--- config.mk ---
export PLATFORM = sky130hd
export DESIGN_NAME = scmc_top
export DESIGN_NICKNAME = d
export VERILOG_FILES = /design/src/hdl/scmc_pkg.sv /design/src/hdl/scmc_pin_sync.sv /design/src/hdl/scmc_hpol_detect.sv /design/src/hdl/scmc_top.sv
export VERILOG_INCLUDE_DIRS = /design/src /design/src/hdl
export SDC_FILE = /design/constraint.sdc
export NUM_CORES = 1
export LEC_CHECK = 0
export BUFFER_PORTS_ARGS = -buffer_cell sky130_fd_sc_hd__buf_2
export CAP_MARGIN = 5
export CORE_MARGIN = 2
export CORE_UTILIZATION = 35
export DETAILED_ROUTE_END_ITERATION = 12
export PLACE_DENSITY = 0.59
export SYNTH_ARGS = -nofsm -noshare
export SYNTH_HDL_FRONTEND = slang
export SYNTH_SLANG_ARGS = --single-unit
--- constraint.sdc ---
create_clock -name sys_clk_i -period 2.95 [get_ports sys_clk_i]
set_input_delay 0.295 -clock sys_clk_i [delete_from_list [all_inputs] [get_ports sys_clk_i]]
set_output_delay 0.295 -clock sys_clk_i [all_outputs]
set_load 0.01 [all_outputs]
--- src/hdl/scmc_defs.svh ---
// Offsets, field positions, reset values and widths of the sync and clamp mode control
`ifndef SCMC_DEFS_SVH
`define SCMC_DEFS_SVH

`define SCMC_ADDR_W 8
`define SCMC_DATA_W 8
`define SCMC_ADDR_MODE 8'h0E
`define SCMC_ADDR_CLAMP 8'h0F
`define SCMC_ADDR_STATUS 8'h14

`define SCMC_RST_MODE 8'h40
`define SCMC_RST_CLAMP 8'h4E

`define SCMC_BIT_HSYNC_DET 7
`define SCMC_BIT_HS_SRC 6
`define SCMC_BIT_HPOL_DET 5
`define SCMC_BIT_VSYNC_DET 4
`define SCMC_BIT_GREEN_DET 1

`define SCMC_PIN_COUNT 6
`define SCMC_PCNT_W 12
`define SCMC_PCNT_MAX 12'hFFF
`define SCMC_CNT_W 8

`endif

--- src/hdl/scmc_pkg.sv ---
// Types shared by the sync and clamp mode control files
`default_nettype none
package scmc_pkg;

  // Field order follows bits 7 down to 0 of the sync mode register
  typedef struct packed {
    logic pol_override;
    logic hsync_input_polarity_bit;
    logic hsync_out_pol;
    logic hs_src_override;
    logic hs_src_select;
    logic vsync_out_keep;
    logic avs_override;
    logic avs_select;
  } scmc_mode_type;

  // Field order follows bits 7 down to 0 of the clamp and coast register
  typedef struct packed {
    logic clamp_external;
    logic clamp_active_low;
    logic coast_from_vsync;
    logic [4:0] spare;
  } scmc_clamp_type;

  typedef struct packed {
    logic hsync;
    logic green_embedded_sync;
    logic vsync;
    logic sep_vsync;
    logic clamp;
    logic coast;
  } scmc_pins_type;

  typedef enum logic [1:0] {
    CL_IDLE,
    CL_PLACE,
    CL_ACTIVE
  } scmc_clamp_state_type;

endpackage
`default_nettype wire

--- src/hdl/scmc_pin_sync.sv ---
// Three-stage pin synchroniser with agreement filter for the sync and clamp pins
`timescale 1ns/100ps
`default_nettype none
`include "scmc_defs.svh"

module scmc_pin_sync
  import scmc_pkg::*;
(
  input wire logic sys_clk_i,        // System clock
  input wire logic rst_n_i,          // Async reset, active low
  input wire scmc_pins_type pins_i,  // Raw pins
  output scmc_pins_type pins_o       // Filtered, synchronised pins
);

  logic [`SCMC_PIN_COUNT-1:0] raw;
  logic [`SCMC_PIN_COUNT-1:0] clean;

  assign raw = pins_i;
  assign pins_o = clean;

  genvar gi;
  generate
    for (gi = 0; gi < `SCMC_PIN_COUNT; gi++)
    begin : g_bit
      logic [2:0] sh_ff;
      logic [2:0] nxt_sh;
      logic out_ff;
      logic nxt_out;

      // Stage 0 feeds only stage 1; the filter looks at stages 1 and 2
      always_comb
      begin
        nxt_sh = {sh_ff[1:0], raw[gi]};
        nxt_out = (sh_ff[1] == sh_ff[2]) ? sh_ff[2] : out_ff;
      end

      always_ff @(posedge sys_clk_i or negedge rst_n_i)
      begin
        if (!rst_n_i)
        begin
          sh_ff <= 3'h0;
          out_ff <= 1'b0;
        end
        else
        begin
          sh_ff <= nxt_sh;
          out_ff <= nxt_out;
        end
      end

      assign clean[gi] = out_ff;
    end
  endgenerate

endmodule
`default_nettype wire

--- src/hdl/scmc_hpol_detect.sv ---
// Hsync polarity detector: the shorter of the high and low phases is the pulse
`timescale 1ns/100ps
`default_nettype none
`include "scmc_defs.svh"

module scmc_hpol_detect
  import scmc_pkg::*;
(
  input wire logic sys_clk_i,  // System clock
  input wire logic rst_n_i,    // Async reset, active low
  input wire logic hsync_i,    // Synchronised selected hsync
  output logic positive_o      // 1 when the pulse is high-going
);

  logic prev_ff;
  logic nxt_prev;
  logic [`SCMC_PCNT_W-1:0] run_ff;
  logic [`SCMC_PCNT_W-1:0] nxt_run;
  logic [`SCMC_PCNT_W-1:0] high_len_ff;
  logic [`SCMC_PCNT_W-1:0] nxt_high_len;
  logic [`SCMC_PCNT_W-1:0] low_len_ff;
  logic [`SCMC_PCNT_W-1:0] nxt_low_len;
  logic pos_ff;
  logic nxt_pos;

  // Saturating run counter so a stuck line keeps the last verdict
  always_comb
  begin
    nxt_prev = hsync_i;
    nxt_high_len = high_len_ff;
    nxt_low_len = low_len_ff;
    nxt_run = (run_ff == `SCMC_PCNT_MAX) ? run_ff : run_ff + 1'b1;
    if (hsync_i != prev_ff)
    begin
      nxt_run = '0;
      if (prev_ff)
        nxt_high_len = run_ff;
      else
        nxt_low_len = run_ff;
    end
    nxt_pos = pos_ff;
    if (high_len_ff != low_len_ff)
      nxt_pos = (high_len_ff < low_len_ff);
  end

  always_ff @(posedge sys_clk_i or negedge rst_n_i)
  begin
    if (!rst_n_i)
    begin
      prev_ff <= 1'b0;
      run_ff <= '0;
      high_len_ff <= '0;
      low_len_ff <= '0;
      pos_ff <= 1'b1;
    end
    else
    begin
      prev_ff <= nxt_prev;
      run_ff <= nxt_run;
      high_len_ff <= nxt_high_len;
      low_len_ff <= nxt_low_len;
      pos_ff <= nxt_pos;
    end
  end

  assign positive_o = pos_ff;

endmodule
`default_nettype wire

--- src/hdl/scmc_top.sv ---
// Sync polarity, sync source, clamp source and coast source mode control
`timescale 1ns/100ps
`default_nettype none
`include "scmc_defs.svh"

module scmc_top
  import scmc_pkg::*;
(
  input wire logic sys_clk_i,                      // System clock, 40 MHz
  input wire logic rst_n_i,                        // Async reset, active low
  input wire logic reg_wr_i,                       // Register write strobe
  input wire logic reg_rd_i,                       // Register read strobe
  input wire logic [`SCMC_ADDR_W-1:0] reg_addr_i,  // Register offset
  input wire logic [`SCMC_DATA_W-1:0] reg_wdata_i, // Write data
  output logic [`SCMC_DATA_W-1:0] reg_rdata_o,     // Read data
  output logic reg_rvalid_o,                       // Read data valid pulse
  input wire scmc_pins_type pins_i,                // Raw sync, clamp and coast pins
  input wire logic hsync_activity_i,               // Hsync pin activity seen
  input wire logic green_activity_i,               // Green embedded sync activity seen
  input wire logic vsync_activity_i,               // Vsync pin activity seen
  input wire logic [`SCMC_CNT_W-1:0] clamp_place_i, // Internal clamp start delay
  input wire logic [`SCMC_CNT_W-1:0] clamp_dur_i,   // Internal clamp length
  output logic hsync_o,                            // Hsync output
  output logic green_sync_o,                       // Green embedded sync output
  output logic vsync_o,                            // Vsync output
  output logic pll_hsync_o,                        // Active-high hsync to the PLL
  output logic hsync_lead_o,                       // Leading edge pulse of active hsync
  output logic clamp_o,                            // Clamp all three channels
  output logic coast_o,                            // Selected coast source
  output logic active_hsync_source_o,              // 0 pin, 1 green embedded sync
  output logic active_vsync_source_o,              // 0 pin, 1 sync separator
  output logic hsync_polarity_o                    // Polarity in use, 1 active high
);

  scmc_mode_type mode_ff;
  scmc_mode_type nxt_mode;
  scmc_clamp_type clampc_ff;
  scmc_clamp_type nxt_clampc;
  logic [`SCMC_DATA_W-1:0] rdata_ff;
  logic [`SCMC_DATA_W-1:0] nxt_rdata;
  logic rvalid_ff;
  logic nxt_rvalid;

  scmc_pins_type pins_s;
  logic detected_pos;

  logic hs_src;
  logic avs;
  logic pol;
  logic hs_raw;
  logic hs_norm;
  logic green_norm;
  logic vs_sel;
  logic ext_clamp;
  logic [`SCMC_DATA_W-1:0] status;

  logic prev_ff;
  logic nxt_prev;
  scmc_clamp_state_type cst_ff;
  scmc_clamp_state_type nxt_cst;
  logic [`SCMC_CNT_W-1:0] ccnt_ff;
  logic [`SCMC_CNT_W-1:0] nxt_ccnt;

  logic hsync_ff;
  logic nxt_hsync;
  logic green_ff;
  logic nxt_green;
  logic vsync_ff;
  logic nxt_vsync;
  logic pll_ff;
  logic nxt_pll;
  logic lead_ff;
  logic nxt_lead;
  logic clamp_ff;
  logic nxt_clamp;
  logic coast_ff;
  logic nxt_coast;
  logic lead;

  scmc_pin_sync u_sync (
    .sys_clk_i(sys_clk_i),
    .rst_n_i(rst_n_i),
    .pins_i(pins_i),
    .pins_o(pins_s)
  );

  // Detector watches the selected source before any polarity is applied
  scmc_hpol_detect u_hpol (
    .sys_clk_i(sys_clk_i),
    .rst_n_i(rst_n_i),
    .hsync_i(hs_raw),
    .positive_o(detected_pos)
  );

  // Source and polarity selection
  always_comb
  begin
    if (mode_ff.hs_src_override)
      hs_src = mode_ff.hs_src_select;
    else if (hsync_activity_i && !green_activity_i)
      hs_src = 1'b0;
    else if (!hsync_activity_i && green_activity_i)
      hs_src = 1'b1;
    else
      hs_src = mode_ff.hs_src_select;
    hs_raw = hs_src ? pins_s.green_embedded_sync : pins_s.hsync;
    pol = mode_ff.pol_override ? mode_ff.hsync_input_polarity_bit : detected_pos;
    hs_norm = pol ? hs_raw : ~hs_raw;
    green_norm = pol ? pins_s.green_embedded_sync : ~pins_s.green_embedded_sync;
    // Without override, take the pin while it toggles, else fall back to the separator
    if (mode_ff.avs_override)
      avs = mode_ff.avs_select;
    else
      avs = ~vsync_activity_i;
    vs_sel = avs ? pins_s.sep_vsync : pins_s.vsync;
    ext_clamp = clampc_ff.clamp_active_low ? ~pins_s.clamp : pins_s.clamp;
    lead = hs_norm & ~prev_ff;
  end

  // Register write and read
  always_comb
  begin
    nxt_mode = mode_ff;
    nxt_clampc = clampc_ff;
    if (reg_wr_i && reg_addr_i == `SCMC_ADDR_MODE)
      nxt_mode = reg_wdata_i;
    if (reg_wr_i && reg_addr_i == `SCMC_ADDR_CLAMP)
      nxt_clampc = reg_wdata_i;
    status = '0;
    status[`SCMC_BIT_HSYNC_DET] = hsync_activity_i;
    status[`SCMC_BIT_HS_SRC] = hs_src;
    status[`SCMC_BIT_HPOL_DET] = detected_pos;
    status[`SCMC_BIT_VSYNC_DET] = vsync_activity_i;
    status[`SCMC_BIT_GREEN_DET] = green_activity_i;
    nxt_rvalid = reg_rd_i;
    nxt_rdata = rdata_ff;
    if (reg_rd_i)
    begin
      unique case (reg_addr_i)
        `SCMC_ADDR_MODE: nxt_rdata = mode_ff;
        `SCMC_ADDR_CLAMP: nxt_rdata = clampc_ff;
        `SCMC_ADDR_STATUS: nxt_rdata = status;
        default: nxt_rdata = '0;
      endcase
    end
  end

  always_ff @(posedge sys_clk_i or negedge rst_n_i)
  begin
    if (!rst_n_i)
    begin
      mode_ff <= `SCMC_RST_MODE;
      clampc_ff <= `SCMC_RST_CLAMP;
      rdata_ff <= '0;
      rvalid_ff <= 1'b0;
    end
    else
    begin
      mode_ff <= nxt_mode;
      clampc_ff <= nxt_clampc;
      rdata_ff <= nxt_rdata;
      rvalid_ff <= nxt_rvalid;
    end
  end

  // Internal clamp: wait placement cycles after the leading edge, then hold duration cycles.
  // A new leading edge restarts the sequence, so a wrong polarity only shifts the clamp.
  always_comb
  begin
    nxt_prev = hs_norm;
    nxt_cst = cst_ff;
    nxt_ccnt = ccnt_ff;
    if (lead)
    begin
      nxt_cst = CL_PLACE;
      nxt_ccnt = (clamp_place_i == '0) ? 8'h01 : clamp_place_i;
    end
    else
    begin
      unique case (cst_ff)
        CL_IDLE:
          nxt_ccnt = ccnt_ff;
        CL_PLACE:
          if (ccnt_ff <= 8'h01)
          begin
            nxt_cst = (clamp_dur_i == '0) ? CL_IDLE : CL_ACTIVE;
            nxt_ccnt = clamp_dur_i;
          end
          else
            nxt_ccnt = ccnt_ff - 1'b1;
        CL_ACTIVE:
          if (ccnt_ff <= 8'h01)
          begin
            nxt_cst = CL_IDLE;
            nxt_ccnt = '0;
          end
          else
            nxt_ccnt = ccnt_ff - 1'b1;
        default:
        begin
          nxt_cst = CL_IDLE;
          nxt_ccnt = '0;
        end
      endcase
    end
  end

  always_ff @(posedge sys_clk_i or negedge rst_n_i)
  begin
    if (!rst_n_i)
    begin
      prev_ff <= 1'b0;
      cst_ff <= CL_IDLE;
      ccnt_ff <= '0;
    end
    else
    begin
      prev_ff <= nxt_prev;
      cst_ff <= nxt_cst;
      ccnt_ff <= nxt_ccnt;
    end
  end

  // Output stage, all registered so downstream sees clean levels
  always_comb
  begin
    nxt_hsync = hs_norm ^ mode_ff.hsync_out_pol;
    nxt_green = green_norm ^ mode_ff.hsync_out_pol;
    nxt_vsync = mode_ff.vsync_out_keep ? vs_sel : ~vs_sel;
    nxt_pll = hs_norm;
    nxt_lead = lead;
    if (clampc_ff.clamp_external)
      nxt_clamp = ext_clamp;
    else
      nxt_clamp = (cst_ff == CL_ACTIVE);
    nxt_coast = clampc_ff.coast_from_vsync ? vs_sel : pins_s.coast;
  end

  always_ff @(posedge sys_clk_i or negedge rst_n_i)
  begin
    if (!rst_n_i)
    begin
      hsync_ff <= 1'b0;
      green_ff <= 1'b0;
      vsync_ff <= 1'b0;
      pll_ff <= 1'b0;
      lead_ff <= 1'b0;
      clamp_ff <= 1'b0;
      coast_ff <= 1'b0;
    end
    else
    begin
      hsync_ff <= nxt_hsync;
      green_ff <= nxt_green;
      vsync_ff <= nxt_vsync;
      pll_ff <= nxt_pll;
      lead_ff <= nxt_lead;
      clamp_ff <= nxt_clamp;
      coast_ff <= nxt_coast;
    end
  end

  assign reg_rdata_o = rdata_ff;
  assign reg_rvalid_o = rvalid_ff;
  assign hsync_o = hsync_ff;
  assign green_sync_o = green_ff;
  assign vsync_o = vsync_ff;
  assign pll_hsync_o = pll_ff;
  assign hsync_lead_o = lead_ff;
  assign clamp_o = clamp_ff;
  assign coast_o = coast_ff;
  assign active_hsync_source_o = hs_src;
  assign active_vsync_source_o = avs;
  assign hsync_polarity_o = pol;

endmodule
`default_nettype wire

# Word level (Yosys, flattened, before mapping)
# Index checks and enable logic that the tools add are counted.
dict set report op_classes {
  n_addsub 2
  order_cmp 2
  n_eq_ne 18
  muxes 26
  n_bitwise 10
  n_reduce_logical 12
}
# op n
set ops {}
lappend ops {{case mux 8 bit (3 select lines)} 2}
lappend ops {{two-way mux 8 bit} 4}
lappend ops {{two-way mux 12 bit} 2}
lappend ops {{== test 8 x 4 -> 1 bit (second input constant)} 2}
lappend ops {{zero test 8 bit} 2}
lappend ops {{two-way mux 1 bit} 13}
lappend ops {{adder 12 x 1 -> 12 bit (second input constant)} 1}
lappend ops {{== test 12 bit (second input constant)} 1}
lappend ops {{less-than comparator 12 bit} 1}
lappend ops {{!= test 12 bit} 1}
lappend ops {{== test 8 x 5 -> 1 bit (second input constant)} 1}
lappend ops {{less-or-equal comparator 8 x 1 -> 1 bit (second input constant)} 1}
lappend ops {{two-way mux 2 bit} 4}
lappend ops {{subtractor 8 x 1 -> 8 bit (second input constant)} 1}
lappend ops {{inverter 1 bit} 7}
lappend ops {{== test 1 bit} 6}
lappend ops {{!= test 3 bit (second input constant)} 2}
lappend ops {{case mux 2 bit (3 select lines)} 1}
lappend ops {{logical AND 1 bit} 4}
lappend ops {{!= test 2 bit (second input constant)} 2}
lappend ops {{AND reduction 2 bit} 2}
lappend ops {{AND reduction 3 bit} 1}
lappend ops {{== test 2 x 1 -> 1 bit (second input constant)} 1}
lappend ops {{== test 2 bit (second input constant)} 1}
lappend ops {{other kinds (5)} 7}
dict set report word_totals {
  register_bits 104
  input_bits 45
  output_inout_bits 19
  wordCells 110
}

# Depth between registers and ports, before layout
dict set report depth {
  word_depth 11
  ltp_mapped 8
  depth_no_buf 7
}

# Modules after synthesis
# Synthesis repeated with hierarchy kept, for this count alone.
dict set report unflattened {
  hier_cells 442
  hier_area_um2 5009.8
}
# mod instances cells_per_inst area_each_um2
set by_module_without_submodules {}
lappend by_module_without_submodules {scmc_top 1 227 2408.6}
lappend by_module_without_submodules {scmc_hpol_detect 1 179 1888.1}
lappend by_module_without_submodules {scmc_pin_sync 1 36 713.2}

# Least setup slack after synthesis
# No wires, ideal clock.
dict set report synth_timing {
  path_type {flip-flop to flip-flop}
  start {register u_sync.g_bit[4].out_ff}
  end {register u_hpol.high_len_ff[10]}
  setup_ns 0.125
  t_arrival_ns 1.855
  required_time_ns 2.825
  path_slack_ns 0.970
  stages_incl_launch_ff 8
  n_path_buf 1
  synth_period_minus_slack_ns 1.980
  path_cell_list {dfrtp_1 or2b_1 o32ai_2 nor3_4 inv_2 ha_1 buf_1 mux2_2}
}
dict set report synth_between {
  elab_chain_cells 3
}
# item line
set synth_rtl {}
lappend synth_rtl {{start: declaration} scmc_pin_sync.sv:27} ;# logic out_ff;
lappend synth_rtl {{start signal: assignment} scmc_pin_sync.sv:47} ;# out_ff <= nxt_out;
lappend synth_rtl {{two-way mux 1 bit} scmc_top.sv:106} ;# hs_raw = hs_src ? pins_s.green_embedded_sync : pins_s.hsync;
lappend synth_rtl {{via hs_raw} scmc_top.sv:50} ;# logic hs_raw;
lappend synth_rtl {{!= test 1 bit} scmc_hpol_detect.sv:33} ;# if (hsync_i != prev_ff)
lappend synth_rtl {{AND reduction 2 bit (no source line)} n/a}
lappend synth_rtl {{end signal: assignment} scmc_hpol_detect.sv:60} ;# high_len_ff <= nxt_high_len;
lappend synth_rtl {{end: declaration} scmc_hpol_detect.sv:19} ;# logic [`SCMC_PCNT_W-1:0] high_len_ff;
# The timed path passes the listed nets, and every way through them passes these cells.
# A chain may end at the register's enable or synchronous reset.

# Worst setup path in the final report
dict set report layout_timing {
  start {register ccnt_ff[0]}
  end {register ccnt_ff[1]}
}
dict set report layout_between {
  elab_chain_cells 4
  elab_cells_between_ends 6
  classes_between {1 x add/sub; 1 x order compare; 4 x mux}
}
# item line
set layout_rtl {}
lappend layout_rtl {{start: declaration} scmc_top.sv:61} ;# logic [`SCMC_CNT_W-1:0] ccnt_ff;
lappend layout_rtl {{start signal: assignment} scmc_top.sv:220} ;# ccnt_ff <= nxt_ccnt;
lappend layout_rtl {{subtractor 8 x 1 -> 8 bit / less-or-equal comparator 8 x 1 -> 1 bit (equally long branches)} n/a}
lappend layout_rtl {{two-way mux 8 bit (on tied branches)} {scmc_top.sv:192, scmc_top.sv:184}}
lappend layout_rtl {{case mux 8 bit (3 select lines) (*)} scmc_top.sv:180} ;# unique case (cst_ff)
lappend layout_rtl {{two-way mux 8 bit (*)} scmc_top.sv:173} ;# if (lead)
# Mark *: on every way between the ends. The rest lies on a longest branch, timed or not.

==> results.ini <==
[run_status]
status=finished with violations
violations=hold timing

[clock_tree]
path_clk_slew_ns=0.07
cts.sinks=104
h-tree-depth=3
clockBufferDepth=2
clock_latency_ns=0.35
post_cts_resized=0
postCtsSetupRepairBufs=0
cts-root-buf=clkbuf_16
numCtsBuffers=9
cts_hold_buf=0
cts_tree=done

[global_route]
grt_pass1_vias=3406
antenna_found_initial=0
grt_usage_pct=14.2
overflow=0
grt_start_max_net_pins=62
grt_pass1_wl_um=16400

[pwr]
p_leak_uw=0.00263
p_total_uw=4250
p_per_area_nw_per_um2=748
vdd_ir_drop_max_uv=388

[die]
row_count=43
die_h_um=122
ios=64
start_util_pct=35.5
dieArea_um2=14900
die_w_um=122
coreArea_um2=13800

[worst_setup_path]
cpLargestDelayFamily=simple AND/OR/NAND/NOR gates
slowest_stage=dfrtp_1
slowest_delay_ns=0.47
path_max_fanout=10
worstSetupEndpointType=flop
cp-start-kind=flop
worstRegToRegCells=7
path_buf_inv=1
crit_chain=inv_1, ha_1, nor2_1, and3b_1, or3_1, a22oi_1, mux2_4
critPathKind=flop to flop
required_ns=3.24
cp_data_arrival_time_ns=2.45
critical_path_depth=7

[timing]
finalSetupViolations=0
fin_tns_setup_ns=0
min_period_ns=2.16
finalCritPeriodShare_pct=73.1
slew_headroom_pct=48.8
skew_ns=0.00664
rsz0062_at_grt=no
tightestPinTransition_ns=0.767
holdWs_ns=-0.00716
final_hold_viol_count=2
drv_slew=0
fmax_ghz=0.464

[run]
drv_cap=0

[drt]
drt_iter0_markers=195
drcViolationCount=0
vias=3389
dr.pass1.iters=4
ant_nets=0
drt_wl_total_um=10000
avgViaCountPerCell=5.04
wl_per_cell_um=14.9

[cells_and_area]
nNetsFinal=552
area_delta_synth_final_pct=16.1
fillers=1329
layout-drive-gt1-share_pct=27.6
diodes=0
final_cell_mix=dfrtp_1 (98), buf_2 (62), inv_1 (33), mux2_2 (28), nand2_1 (27)
final_common_cell=dfrtp_1

[synthesis]
synth_cell_types=65
synth_area_um2=4890
syn_area_per_cell_um2=11.6
syn_nets=487
dominantRegCellSynth=dfrtp_1
yosysWarnings=0
async_flop_share_pct=100
synth_seq_cells=104
seq_area_frac_synth_pct=53.3
netlist_instances=422
synth_edf_count=0

[placement]
port_buffers=63
gp_congestion=0.885
place_hpwl_um=7400

[worst_hold_path]
hp-class=primary input to async pin

-- cell families after synthesis --
logic type / Yosys count / synth area share, %
compound gates: 84 / 11.7
flops: 104 / 53.3
buf+inv: 48 / 4.06
fa+ha+maj: 26 / 6.34
mux: 45 / 10.6
xor+xnor: 12 / 2.15
simple gates: 103 / 11.8
-- cell type report --
type                            count  area (µm²)  area share, %
Clock buffer                       10         229           4.03
Multi-Input combinational cell    270        2090           36.7
Clock inverter                      6        52.6          0.925
Tap cell                          180         225           3.96
Timing Repair Buffer               67         348           6.12
Sequential cell                   104        2610           45.9
Inverter                           35         131           2.31
-- routing by layer --
metal / share of wire, % / global-route usage [%] / vias to the layer above / wire length (µm)
met2: 48 / 22.5 / 67 / 4790
li1: - / - / 1646 / -
met3: 4.4 / 4.14 / 15 / 442
met5: 0 / 0 / - / 0
met4: 1.9 / 5.39 / 0 / 187
met1: 46 / 18.4 / 1661 / 4620
-- registers in the layout (all words and copies together), names as in the netlist --
| signal | flops |
|---|---|
| green_sync_o | 1 |
| hsync_lead_o | 1 |
| vsync_o | 1 |
| ccnt_ff | 8 |
| u_hpol.prev_ff | 1 |
| u_hpol.high_len_ff | 12 |
| reg_rvalid_o | 1 |
| reg_rdata_o | 8 |
| u_hpol.low_len_ff | 12 |
| coast_o | 1 |
| u_sync.g_bit.out_ff | 6 |
| cst_ff | 2 |
| clamp_o | 1 |
| u_hpol.positive_o | 1 |
| u_sync.g_bit.sh_ff | 18 |
| pll_hsync_o | 1 |
| u_hpol.run_ff | 12 |
| clampc_ff | 8 |
| mode_ff | 8 |
| hsync_o | 1 |
-- stage by stage --
stage / instances / util (%) / worst slack (ns) / instance area, µm² / hold WS (ns)
after global placement: 656 / 39.2 / 0.875 / 5400 / 0.333
final: 672 / 41.3 / 0.793 / 5680 / -0.00716
after global routing: 672 / 41.3 / 0.680 / 5680 / 0.0256
after floorplan: 422 / - / 0.970 / 4890 / -0.000591
after detailed placement: 656 / 39.2 / 0.816 / 5400 / 0.335
after CTS: 672 / 41.3 / 0.813 / 5680 / 0.0281
-- synth_stat cells (2+ instances only) --
library cell | count | share of area (%)
nand2_1 | 27 | 2.1
mux2_2 | 28 | 6.4
a21o_1 | 4 | 0.61
mux2i_1 | 10 | 2.0
a31oi_1 | 3 | 0.38
xor2_1 | 3 | 0.54
and3_1 | 6 | 0.77
or2_2 | 2 | 0.26
a22oi_1 | 5 | 0.77
a21oi_1 | 10 | 1.0
ha_1 | 20 | 5.1
or3_1 | 4 | 0.51
nand3_1 | 7 | 0.72
a211oi_1 | 4 | 0.61
or2b_1 | 2 | 0.31
dfrtp_1 | 98 | 50
nor2_1 | 19 | 1.5
nor3_1 | 7 | 0.72
and2_1 | 2 | 0.26
nor4_1 | 4 | 0.51
inv_1 | 33 | 2.5
xnor2_1 | 9 | 1.6
a22o_1 | 5 | 0.89
o22ai_1 | 11 | 1.4
o21ai_0 | 22 | 2.2
buf_2 | 2 | 0.20
a221oi_1 | 2 | 0.36
maj3_1 | 6 | 1.2
nand4b_1 | 2 | 0.36
a211o_1 | 3 | 0.54
nand2b_1 | 3 | 0.38
o211ai_1 | 2 | 0.31
clkbuf_1 | 7 | 0.54
dfstp_2 | 6 | 3.2
and4b_1 | 2 | 0.41
and4_1 | 2 | 0.36
o311a_1 | 2 | 0.41
o41ai_1 | 3 | 0.54
mux2_4 | 6 | 1.8
nand4_1 | 4 | 0.51
-- worst paths after layout --
kind	slack, ns	end	start
max	0.79	ccnt_ff[1]	ccnt_ff[0]
min	-0.007	reg_rdata_o[0]	rst_n_i
max reg2reg	0.79	ccnt_ff[1]	ccnt_ff[0]
min reg2reg	0.35	u_sync.g_bit[0].sh_ff[1]	u_sync.g_bit[0].sh_ff[0]
max in group asynchronous	2.09	clampc_ff[1]	rst_n_i
min in group sys_clk_i	0.05	u_sync.g_bit[3].sh_ff[0]	pins_i[3]
-- report_power, final --
part / switching, µW / internal (µW)
sequential: 166 / 1620
combinational: 696 / 633
clock: 549 / 586
Power figures use the tool's default switching activity.
